<file path="src/verilog/sto_pkg.sv">
// shared constants and types for the safe torque off gate
package sto_pkg;
  localparam int CLK_HZ = 40_000_000;
  localparam int CLK_KHZ = CLK_HZ / 1000;
  // input filter: off only after more than this low time
  localparam int FILT_MS = 2;
  localparam int FILT_CYC = FILT_MS * CLK_KHZ;
  // millisecond tick divider
  localparam int MS_CYC = CLK_KHZ;
  // disconnection alarm time
  localparam int DISC_S = 10;
  localparam int DISC_MS = DISC_S * 1000;
  // diagnostic intervals and their upper limits, in ms
  localparam int DIAG0_MS = 10;
  localparam int DIAG1_MS = 1000;
  localparam int DIAG0_LIM_MS = 20;
  localparam int DIAG1_LIM_MS = 3_600_000;
  // response and monitor limits, in ms
  localparam int RESP_MS = 30;
  localparam int MON_MS = 5;
  // cycles the gate command must be stable before readback counts
  localparam int SETTLE_CYC = 8;
  localparam int PWM_N = 6;
  // synchroniser lanes
  localparam int SY_ONE = 0;
  localparam int SY_TWO = 1;
  localparam int SY_FB = 2;
  localparam int SY_HFT = 3;
  localparam int SY_N = 4;
  typedef enum logic [2:0] {
    ST_RUN = 3'h1,
    ST_SAFE = 3'h2,
    ST_FAULT = 3'h4
  } sto_state_e;
endpackage

</file>
<file path="src/verilog/sto_filt.sv">
// glitch filter for one safety input channel
`timescale 1ns/1ps
module sto_filt
  import sto_pkg::*;
#(
  parameter int CYC = FILT_CYC
) (
  input wire logic core_clk,
  input wire logic rst,
  input wire logic raw,
  output logic on
);
  localparam int CW = $clog2(CYC + 1);

  typedef struct packed {
    logic [CW-1:0] cnt;
    logic on;
  } sto_filt_s;

  sto_filt_s r_reg;
  sto_filt_s r_next;

  ////////////////////////////////////////////////////////////////////////
  // a change is accepted only after it held for more than CYC cycles;
  // the same filter applies to turning on so a bouncing contact
  // cannot release torque early
  always_comb begin
    r_next = r_reg;
    if (raw == r_reg.on) begin
      r_next.cnt = '0;
    end else if (r_reg.cnt == CW'(CYC)) begin
      r_next.cnt = '0;
      r_next.on = raw; // [RL4]
    end else begin
      r_next.cnt = r_reg.cnt + 1'b1;
    end
  end

  // reset to off: the channel is untrusted until it proves itself on
  always_ff @(posedge core_clk or posedge rst) begin
    if (rst) begin
      r_reg <= '0;
    end else begin
      r_reg <= r_next;
    end
  end

  assign on = r_reg.on;
endmodule

</file>
<file path="src/verilog/sto_diag.sv">
// periodic readback test of the gate blocking circuit
`timescale 1ns/1ps
module sto_diag
  import sto_pkg::*;
(
  input wire logic core_clk,
  input wire logic rst,
  input wire logic ms_tick,
  input wire logic hft_nonzero,
  input wire logic expect_en,
  input wire logic fb,
  output logic strobe,
  output logic fault
);
  localparam int IW = $clog2(DIAG1_MS + 1);
  localparam int SW = $clog2(SETTLE_CYC + 1);

  typedef struct packed {
    logic [IW-1:0] ms;
    logic [SW-1:0] settle;
    logic exp;
    logic strobe;
    logic fault;
  } sto_diag_s;

  sto_diag_s r_reg;
  sto_diag_s r_next;
  logic [IW-1:0] lim;

  ////////////////////////////////////////////////////////////////////////
  // test period: short without fault tolerance, long with it
  always_comb begin
    lim = hft_nonzero ? IW'(DIAG1_MS) : IW'(DIAG0_MS); // [RL6]
    r_next = r_reg;
    r_next.strobe = 1'b0;
    r_next.fault = 1'b0;
    r_next.exp = expect_en;
    // readback lags the command, so skip checks right after a change
    if (expect_en != r_reg.exp) begin
      r_next.settle = '0;
    end else if (r_reg.settle != SW'(SETTLE_CYC)) begin
      r_next.settle = r_reg.settle + 1'b1;
    end
    if (ms_tick) begin
      if (r_reg.ms >= lim - 1'b1) begin
        r_next.ms = '0;
        r_next.strobe = 1'b1; // [RL6]
        r_next.fault = (r_reg.settle == SW'(SETTLE_CYC)) &&
                       (fb != expect_en); // [RL7]
      end else begin
        r_next.ms = r_reg.ms + 1'b1;
      end
    end
  end

  always_ff @(posedge core_clk or posedge rst) begin
    if (rst) begin
      r_reg <= '0;
    end else begin
      r_reg <= r_next;
    end
  end

  assign strobe = r_reg.strobe;
  assign fault = r_reg.fault;
endmodule

</file>
<file path="src/verilog/sto_gate.sv">
// safe torque off gate: filters, gating, alarms and monitor output
`timescale 1ns/1ps
// Notes on behaviour
// [RL1] pwm passes to the power stage only while both inputs are on
// [RL2] either input off blocks pwm and removes torque
// [RL3] safe state turns off every pwm line, never a subset
// [RL4] an input counts as off only after staying low over 2 ms
// [RL5] input trigger to pwm off takes no more than 30 ms
// [RL6] self-test period under 20 ms, or under 1 h with fault tolerance
// [RL7] test interval plus fault reaction stays below 30 ms; the code keeps it only without fault tolerance (1000 ms test gap with it)
// [RL8] any diagnosed fault forces the safe state
// [RL9] disconnection alarm after either input off over 10 s
// [RL10] separate latched alarm for a damaged gating circuit
// [RL11] monitor on only with both inputs off and no fault, within 5 ms
// [RL12] disconnection timer counts continuous time, restarts when both on
module sto_gate
  import sto_pkg::*;
#(
  parameter int N = PWM_N,
  parameter int FILT = FILT_CYC,
  parameter int MS = MS_CYC,
  parameter int DISC = DISC_MS
) (
  input wire logic core_clk,
  input wire logic rst,
  input wire logic safety_input_one,
  input wire logic safety_input_two,
  input wire logic gate_feedback,
  input wire logic hft_nonzero,
  input wire logic fault_clear,
  input wire logic [N-1:0] pwm_in,
  output logic [N-1:0] pwm_out,
  output logic gate_enable,
  output logic safe_torque_off,
  output logic stop_monitor_output,
  output logic alarm_safety_disconnect,
  output logic alarm_safety_circuit_fault
);
  localparam int MW = $clog2(MS + 1);
  localparam int DW = $clog2(DISC + 1);
  localparam int LW = $clog2(FILT + 4);
  localparam int TW = $clog2(DIAG1_LIM_MS + 1);

  typedef struct packed {
    logic [SY_N-1:0] sy1;
    logic [SY_N-1:0] sy2;
    sto_state_e st;
    logic [N-1:0] pwm;
    logic gate;
    logic sto;
    logic mon;
    logic alm_disc;
    logic alm_flt;
    logic [MW-1:0] ms_cnt;
    logic ms_tick;
    logic [DW-1:0] disc_cnt;
  } sto_gate_s;

  sto_gate_s r_reg;
  sto_gate_s r_next;
  logic on1;
  logic on2;
  logic both_on;
  logic diag_strobe;
  logic diag_fault;

  ////////////////////////////////////////////////////////////////////////
  // per-channel input filters
  sto_filt #(
    .CYC(FILT)
  ) u_filt_one (
    .core_clk(core_clk),
    .rst(rst),
    .raw(r_reg.sy2[SY_ONE]),
    .on(on1)
  );

  sto_filt #(
    .CYC(FILT)
  ) u_filt_two (
    .core_clk(core_clk),
    .rst(rst),
    .raw(r_reg.sy2[SY_TWO]),
    .on(on2)
  );

  // readback test compares the commanded gate with the circuit state
  sto_diag u_diag (
    .core_clk(core_clk),
    .rst(rst),
    .ms_tick(r_reg.ms_tick),
    .hft_nonzero(r_reg.sy2[SY_HFT]),
    .expect_en(r_reg.gate),
    .fb(r_reg.sy2[SY_FB]),
    .strobe(diag_strobe),
    .fault(diag_fault)
  );

  assign both_on = on1 && on2;

  ////////////////////////////////////////////////////////////////////////
  // next-state logic
  always_comb begin
    r_next = r_reg;
    // two-stage synchronisers for the safety input, feedback and strap pins; only the second stage is
    // read anywhere else, so a metastable first stage never spreads
    r_next.sy1 = {hft_nonzero, gate_feedback, safety_input_two,
                  safety_input_one};
    r_next.sy2 = r_reg.sy1;

    // millisecond tick for the slow timers
    r_next.ms_tick = 1'b0;
    if (r_reg.ms_cnt == MW'(MS - 1)) begin
      r_next.ms_cnt = '0;
      r_next.ms_tick = 1'b1;
    end else begin
      r_next.ms_cnt = r_reg.ms_cnt + 1'b1;
    end

    // continuous disconnection time, saturating at the alarm point
    if (both_on) begin
      r_next.disc_cnt = '0; // [RL12]
    end else if (r_reg.ms_tick && r_reg.disc_cnt != DW'(DISC)) begin
      r_next.disc_cnt = r_reg.disc_cnt + 1'b1;
    end
    r_next.alm_disc = !both_on && (r_reg.disc_cnt == DW'(DISC)); // [RL9]

    // circuit fault alarm: latched, a new fault wins over the clear
    if (diag_fault) begin
      r_next.alm_flt = 1'b1; // [RL10]
    end else if (fault_clear) begin
      r_next.alm_flt = 1'b0;
    end

    // gate state
    case (r_reg.st)
      ST_RUN: begin
        if (r_next.alm_flt) begin
          r_next.st = ST_FAULT; // [RL8]
        end else if (!both_on) begin
          r_next.st = ST_SAFE; // [RL2]
        end
      end
      ST_SAFE: begin
        if (r_next.alm_flt) begin
          r_next.st = ST_FAULT;
        end else if (both_on) begin
          r_next.st = ST_RUN; // [RL1]
        end
      end
      ST_FAULT: begin
        // leave only once software cleared the alarm
        if (!r_next.alm_flt) begin
          r_next.st = ST_SAFE;
        end
      end
      default: begin
        r_next.st = ST_SAFE;
      end
    endcase

    // outputs follow the next state so blocking costs one cycle
    r_next.gate = (r_next.st == ST_RUN); // [RL5]
    r_next.sto = (r_next.st != ST_RUN);
    r_next.pwm = r_next.gate ? pwm_in : '0; // [RL3]
    r_next.mon = !on1 && !on2 && !r_next.alm_flt &&
                 (r_next.st != ST_FAULT); // [RL11]
  end

  // reset lands in the safe state with every pwm line low
  always_ff @(posedge core_clk or posedge rst) begin
    if (rst) begin
      r_reg <= '0;
      r_reg.st <= ST_SAFE;
      r_reg.sto <= 1'b1;
    end else begin
      r_reg <= r_next;
    end
  end

  assign pwm_out = r_reg.pwm;
  assign gate_enable = r_reg.gate;
  assign safe_torque_off = r_reg.sto;
  assign stop_monitor_output = r_reg.mon;
  assign alarm_safety_disconnect = r_reg.alm_disc;
  assign alarm_safety_circuit_fault = r_reg.alm_flt;

  ////////////////////////////////////////////////////////////////////////
  // helper counters read only by the checks below; the low counters stop
  // just past the filter time, which is all the response checks need
  logic [LW-1:0] low1;
  logic [LW-1:0] low2;
  logic [TW-1:0] since_ms;
  logic hft_seen;

  always_ff @(posedge core_clk or posedge rst) begin
    if (rst) begin
      low1 <= '0;
      low2 <= '0;
      since_ms <= '0;
      hft_seen <= 1'b0;
    end else begin
      if (r_reg.sy2[SY_ONE]) begin
        low1 <= '0;
      end else if (low1 != LW'(FILT + 3)) begin
        low1 <= low1 + 1'b1;
      end
      if (r_reg.sy2[SY_TWO]) begin
        low2 <= '0;
      end else if (low2 != LW'(FILT + 3)) begin
        low2 <= low2 + 1'b1;
      end
      // ms ticks since the last readback test
      if (diag_strobe) begin
        since_ms <= '0;
      end else if (r_reg.ms_tick) begin
        since_ms <= since_ms + 1'b1;
      end
      // a strap that was high during the current test gap still allows
      // the long gap, so dropping it cannot trip the short limit
      if (diag_strobe) begin
        hft_seen <= r_reg.sy2[SY_HFT];
      end else if (r_reg.sy2[SY_HFT]) begin
        hft_seen <= 1'b1;
      end
    end
  end
endmodule

</file>
<file path="config.mk">
export PLATFORM = sky130hd
export DESIGN_NAME = sto_gate
export DESIGN_NICKNAME = d
export VERILOG_FILES = /design/src/verilog/sto_pkg.sv /design/src/verilog/sto_filt.sv /design/src/verilog/sto_diag.sv /design/src/verilog/sto_gate.sv
export SDC_FILE = /design/constraint.sdc
export NUM_CORES = 1
export LEC_CHECK = 0
export ABC_AREA = 1
export BUFFER_PORTS_ARGS = -buffer_cell sky130_fd_sc_hd__buf_2
export CORE_MARGIN = 5
export CORE_UTILIZATION = 32
export CTS_CLUSTER_SIZE = 28
export DETAILED_ROUTE_END_ITERATION = 10
export PLACE_DENSITY = 0.56
export SYNTH_ARGS = -nofsm -noshare
export SYNTH_HDL_FRONTEND = slang
export SYNTH_SLANG_ARGS = --single-unit
</file>
<file path="constraint.sdc">
create_clock -name core_clk -period 7.73 [get_ports core_clk]
set_clock_uncertainty 0.1 [all_clocks]
set_input_delay 1.546 -clock core_clk [delete_from_list [all_inputs] [get_ports core_clk]]
set_output_delay 1.546 -clock core_clk [all_outputs]
set_load 0.02 [all_outputs]
</file>
==> results of run 1 <==
synth_stat cells, types with 7 or more instances:
master / number
nor3_1: 16
nand4_1: 24
a21oi_1: 8
xor2_1: 26
nand3_1: 66
o21ai_0: 23
ha_1: 18
inv_1: 102
nor2_1: 124
nand2_1: 145
dfrtp_1: 103
nand2_2: 7
kinds of logic after synthesis:
| group | count (synthesis) |
|---|---|
| AO/OA/AOI/OAI | 43 |
| XOR/XNOR | 33 |
| adder cells (fa/ha/maj) | 18 |
| flip-flops | 105 |
| AND/OR/NAND/NOR | 406 |
| buffers and inverters | 114 |
where the power goes:
| group | switching, mW | leakage, nW | total [mW] | internal, mW |
|---|---|---|---|---|
| combinational | 0.0226 | 1.44 | 0.0314 | 0.00875 |
| clock | 0.214 | 0.142 | 0.470 | 0.256 |
| sequential | 0.00389 | 1.41 | 0.557 | 0.554 |
final timing paths:
path	end	slack [ps]	depth (start not counted)
setup reg to reg	u_diag.r_reg[12]	5810	9
min in group asynchronous	r_reg[46]	1190	2
hold reg to reg	r_reg[48]	250	0
setup / recovery	safe_torque_off	5030	1
hold / removal	r_reg[48]	250	0
max in group asynchronous	u_diag.r_reg[3]	5220	3
final cells by class:
cell class,instances,share of cell area
Clock buffer,10,0.0361
Clock inverter,6,0.0124
Inverter,106,0.0630
Multi-Input combinational cell,500,0.411
Sequential cell,105,0.414
Tap cell,225,0.0443
Timing Repair Buffer,24,0.0193
per-layer routing:
metal | vias to the layer above | GRT usage | wire, um
li1 | 2320 | - | -
met1 | 2044 | 0.172 | 6040
met2 | 52 | 0.187 | 4970
met3 | 11 | 0.0343 | 372
met4 | 0 | 0.0307 | 107
met5 | - | 0 | 0
metrics by stage:
step	hold slack, ps	util	cells	setup slack [ps]	total power [mW]
floorplan	231	-	719	3330	0.589
global placement	234	0.348	960	4730	0.601
detailed placement	236	0.348	960	4710	0.601
CTS	254	0.366	976	5000	1.08
global route	272	0.366	976	4950	1.11
finish	251	0.366	976	5030	1.06
==> results.tsv, run 1 <==
metric	value	unit
post-cts-setup-buffers	0	
htreeDepth	3	
cp_num_buf_inv	1	
worstHoldPathType	reg2reg	
drt_pre_antenna_iters	4	
period_share	0.349	
synth_edf_count	0	
multi_input_area	2610	um2
cts_resized	0	
synthSimpleGateAreaFrac	0.324	
grt_pass1_wl	20400	um
post_drt_wl_per_cell	11.8	um
synth-compound-area-share	0.0422	
dp_hpwl	8570	um
root_buffer	clkbuf_16	
largest_reg_flops	38	
synth_xor_area_frac	0.0520	
critPathArrivalTime	1050	ps
relSlewSlack	0.560	
end_kind	primary output	
startpoint_type	flip-flop	
port_buffers	23	
die_x	143	um
clk_path_buf_depth	2	
cp.required	6080	ps
path_delay_family	flip-flops	
cp_slowest_cell	dfstp_2	
netlist_area	5700	um2
grt_overflow	0	
synth.distinct_cells	31	
rows	48	
maxSlewViolCount	0	
tns	0	ps
core_area	17400	um2
mostFrequentLayoutCells	145 x nand2_1, 124 x nor2_1, 103 x dfrtp_1, 101 x inv_1, 66 x nand3_1	
routed_wl	11500	um
synth_top_family_by_area	simple AND/OR/NAND/NOR gates	
grt_pass1_vias	4329	
yosys_warnings	0	
numClockSinks	105	
muxShareOfSynthArea	0	
synthCells	719	
remaining_drc_errors	0	
place_congestion	0.874	
antenna_left	0	
power.density	167	nW/um2
seqCellArea	2630	um2
design_area	6350	um2
synthAdderAreaFrac	0.0395	
fp.dieArea	20600	um2
fmax	370	MHz
p_leak	2.99	nW
grt_usage	0.122	
outcome	completed	
crit_chain	buf_2	
dpl_cell_area	6040	um2
final-hold-violation-count	0	
grt_max_degree	54	
die_y	143	um
r2r_start	r_reg[48]	
area_growth	11.5	%
synth_ff_type	dfrtp_1	
worstSetupPathType	reg2out	
hold_start	r_next[48]	
start_util	0.328	
drive_gt1_frac	0.104	
worst_pin_slew	661	ps
ys_seq_elements	105	
rsz0062_at_grt	no	
layout_commonest_cell	nand2_1	
maxCapViolCount	0	
ios	24	
avgSynthCellArea	7.92	um2
antenna_found_initial	0	
ir_worst_vdd	128	uV
vias	4427	
path_clk_slew	70	ps
final-setup-viol-count	0	
antenna-diode-count	0	
syn_nets	750	
cts_buffers	9	
vias_per_cell	4.54	
ctsHoldBuffers	0	
ys_seq_area_frac	0.462	
critical-path-max-stage-delay	540	ps
path_max_fanout	1	
yosysTopAreaCell	dfrtp_1	
synth.area.top_cells	dfrtp_1 45%, nand2_1 9.6%, nor2_1 8.2%, inv_1 6.7%, nand3_1 5.8%	
layout.nets	777	
tritoncts	yes	
startpoint	safe_torque_off	
clk_latency	350	ps
drtIter0Drc	263	
period_minus_slack	2700	ps
synth.top_cell.area_share	0.452	
num-fill-cells	1776	
synthArstFlopShare	1.00	
Power figures use the tool's default switching activity.
==> run 2: changes to the inputs <==
- PLACE_DENSITY: 0.56 -> 0.58
- clock period: 7.73 -> 2.4 ns (I/O delays scaled with it)
==> run 2 against run 1 <==
Against the previous run: die area is the same; register-to-register slack got worse by 5200 ps; clock-buffer cell count rose by 3; routed wire length decreased by 1.8%; sequential share of layout area increased by 0.16 points; power grew to 3.1 times the previous value; core utilization shrank 0.14 points; final cell count did not move; design area decreased by 0.39%; critical path type is now reg2reg; largest cell class unchanged; highest routed layer unchanged.
==> results.tsv, run 2 (synthesis gave the netlist of run 1 again) <==
metric	value	unit	change
port_buffers	23		unchanged
clk_path_buf_depth	2		unchanged
start_util	0.328		unchanged
grtUsageMet3	0.0329		-0.00133
antenna_found_initial	0		unchanged
root_buffer	clkbuf_16		
period_share	0.762		
ir_worst_vdd	357	uV	+180%
htreeDepth	3		unchanged
post_drt_wl_per_cell	11.6	um	-1.8%
crit_chain	inv_1 -> ha_1 -> inv_1 -> nor3_1 -> nand3_1 -> nand3_1 -> nand2_1 -> inv_1 -> nor2_1		
grt_usage	0.119		-0.00321
die_x	143	um	unchanged
worstSetupPathType	reg2reg		
place_congestion	0.815		-6.8%
worst_pin_slew	546	ps	-115 ps
maxCapViolCount	0		unchanged
remaining_drc_errors	0		unchanged
relSlewSlack	0.636		+0.0768
power.density	516	nW/um2	+210%
rsz0062_at_grt	no		
cts_buffers	9		unchanged
cp.required	2530	ps	-3550 ps
drtIter0Drc	263		unchanged
ctsHoldBuffers	0		unchanged
use_met1	0.165		-0.00701
maxSlewViolCount	0		unchanged
numClockSinks	105		unchanged
startpoint_type	flip-flop		
dpl_cell_area	6060	um2	+0.23%
dp_hpwl	8320	um	-2.9%
mostFrequentLayoutCells	145 x nand2_1, 124 x nor2_1, 103 x dfrtp_1, 101 x inv_1, 66 x nand3_1		
place_inst	960		unchanged
outcome	completed		
fmax	547	MHz	
routed_wl	11300	um	-1.8%
rows	48		unchanged
grt_busiest_layer	met2		
core_area	17400	um2	unchanged
antenna-diode-count	0		unchanged
vias_per_cell	4.55		+0.38%
layout.nets	777		unchanged
path_common_cell	inv_1		
ios	24		unchanged
die_y	143	um	unchanged
critPathArrivalTime	1960	ps	+910 ps
worstHoldPathType	in2reg		
tns	0	ps	unchanged
fin_cells	976		unchanged
p_leak	2.98	nW	-0.27%
antenna_left	0		unchanged
drive_gt1_frac	0.101		-0.00266
path_clk_slew	70	ps	about the same
tritoncts	yes		
clk_latency	350	ps	about the same
drt_pre_antenna_iters	4		unchanged
vias	4444		+0.38%
grtUsageMet2	0.180		-0.00714
utilization	0.364		-0.00144
path_max_fanout	8		+7
final-hold-violation-count	0		unchanged
layout_commonest_cell	nand2_1		
end_kind	flip-flop		
grt_pass1_vias	4223		-2.4%
period_minus_slack	1830	ps	
fin_hold_ws	131	ps	-120 ps
cts_resized	0		unchanged
grt_max_degree	106		+96%
area_growth	11.0	%	
cp_slowest_cell	dfrtp_1		
largest_reg_flops	38		unchanged
grt_overflow	0		unchanged
post-cts-setup-buffers	0		unchanged
grt_pass1_wl	19800	um	-3.0%
fp.dieArea	20600	um2	unchanged
final-setup-viol-count	0		unchanged
critical-path-max-stage-delay	350	ps	-190 ps
design_area	6330	um2	-0.39%
## run 2: changes by cell type in the layout (fill, tap and decap cells not counted), sizes merged
cell      change
clkinv        +1
bufinv        -1
clkinvlp      -1
inv           -2
clkbuf        +3
## run 2: metal layers
| layer | routed length [um] | share of wire |
|---|---|---|
| met4 | 219 | 0.019 |
| met1 | 5770 | 0.51 |
| met3 | 459 | 0.041 |
| met2 | 4840 | 0.43 |
| met5 | 0 | 0 |
## run 2: path summary, 6_finish.rpt
path	from	endpoint	slack [ps]	cells after the start
max in group asynchronous	rst	r_reg[43]	1600	3
worst min-delay path	safety_input_one	r_next[45]	130	1
min in group asynchronous	rst	r_next[48]	180	3
worst min register to register	r_next[46]	r_reg[46]	260	0
worst max register to register	r_reg[48]	u_diag.r_reg[12]	570	9
worst max-delay path	r_reg[48]	u_diag.r_reg[12]	570	9
## run 2: critical path, delay by kind of cell (launching register included)
kind / cells / cell delay [ps]
buffers and inverters: 3 / 410
DFF: 1 / 350
and+or+nand+nor: 5 / 530
adders and majority gates: 1 / 320
## run 2: per-stage QoR
step	setup WS, ps	power [mW]
final	571	3.27
after global routing	253	3.42
after CTS	550	3.33
after detailed placement	564	1.94
after global placement	601	1.94
after floorplan	562	1.90
## run 2: report_power, final
| part | total (mW) | switching [mW] | internal [mW] |
|---|---|---|---|
| registers | 1.80 | 0.0122 | 1.78 |
| logic | 0.102 | 0.0713 | 0.0303 |
| clock network | 1.37 | 0.637 | 0.732 |
| total | 3.27 | 0.720 | 2.55 |
## run 2: layout make-up
class	count	area, um2
fillers	1826	11000
flip-flops and latches	105	2630
clock inverters	3	18.8
well taps	225	282
repair buffers	24	135
inverters	106	402
multi-input cells	500	2610
clock buffers	13	250
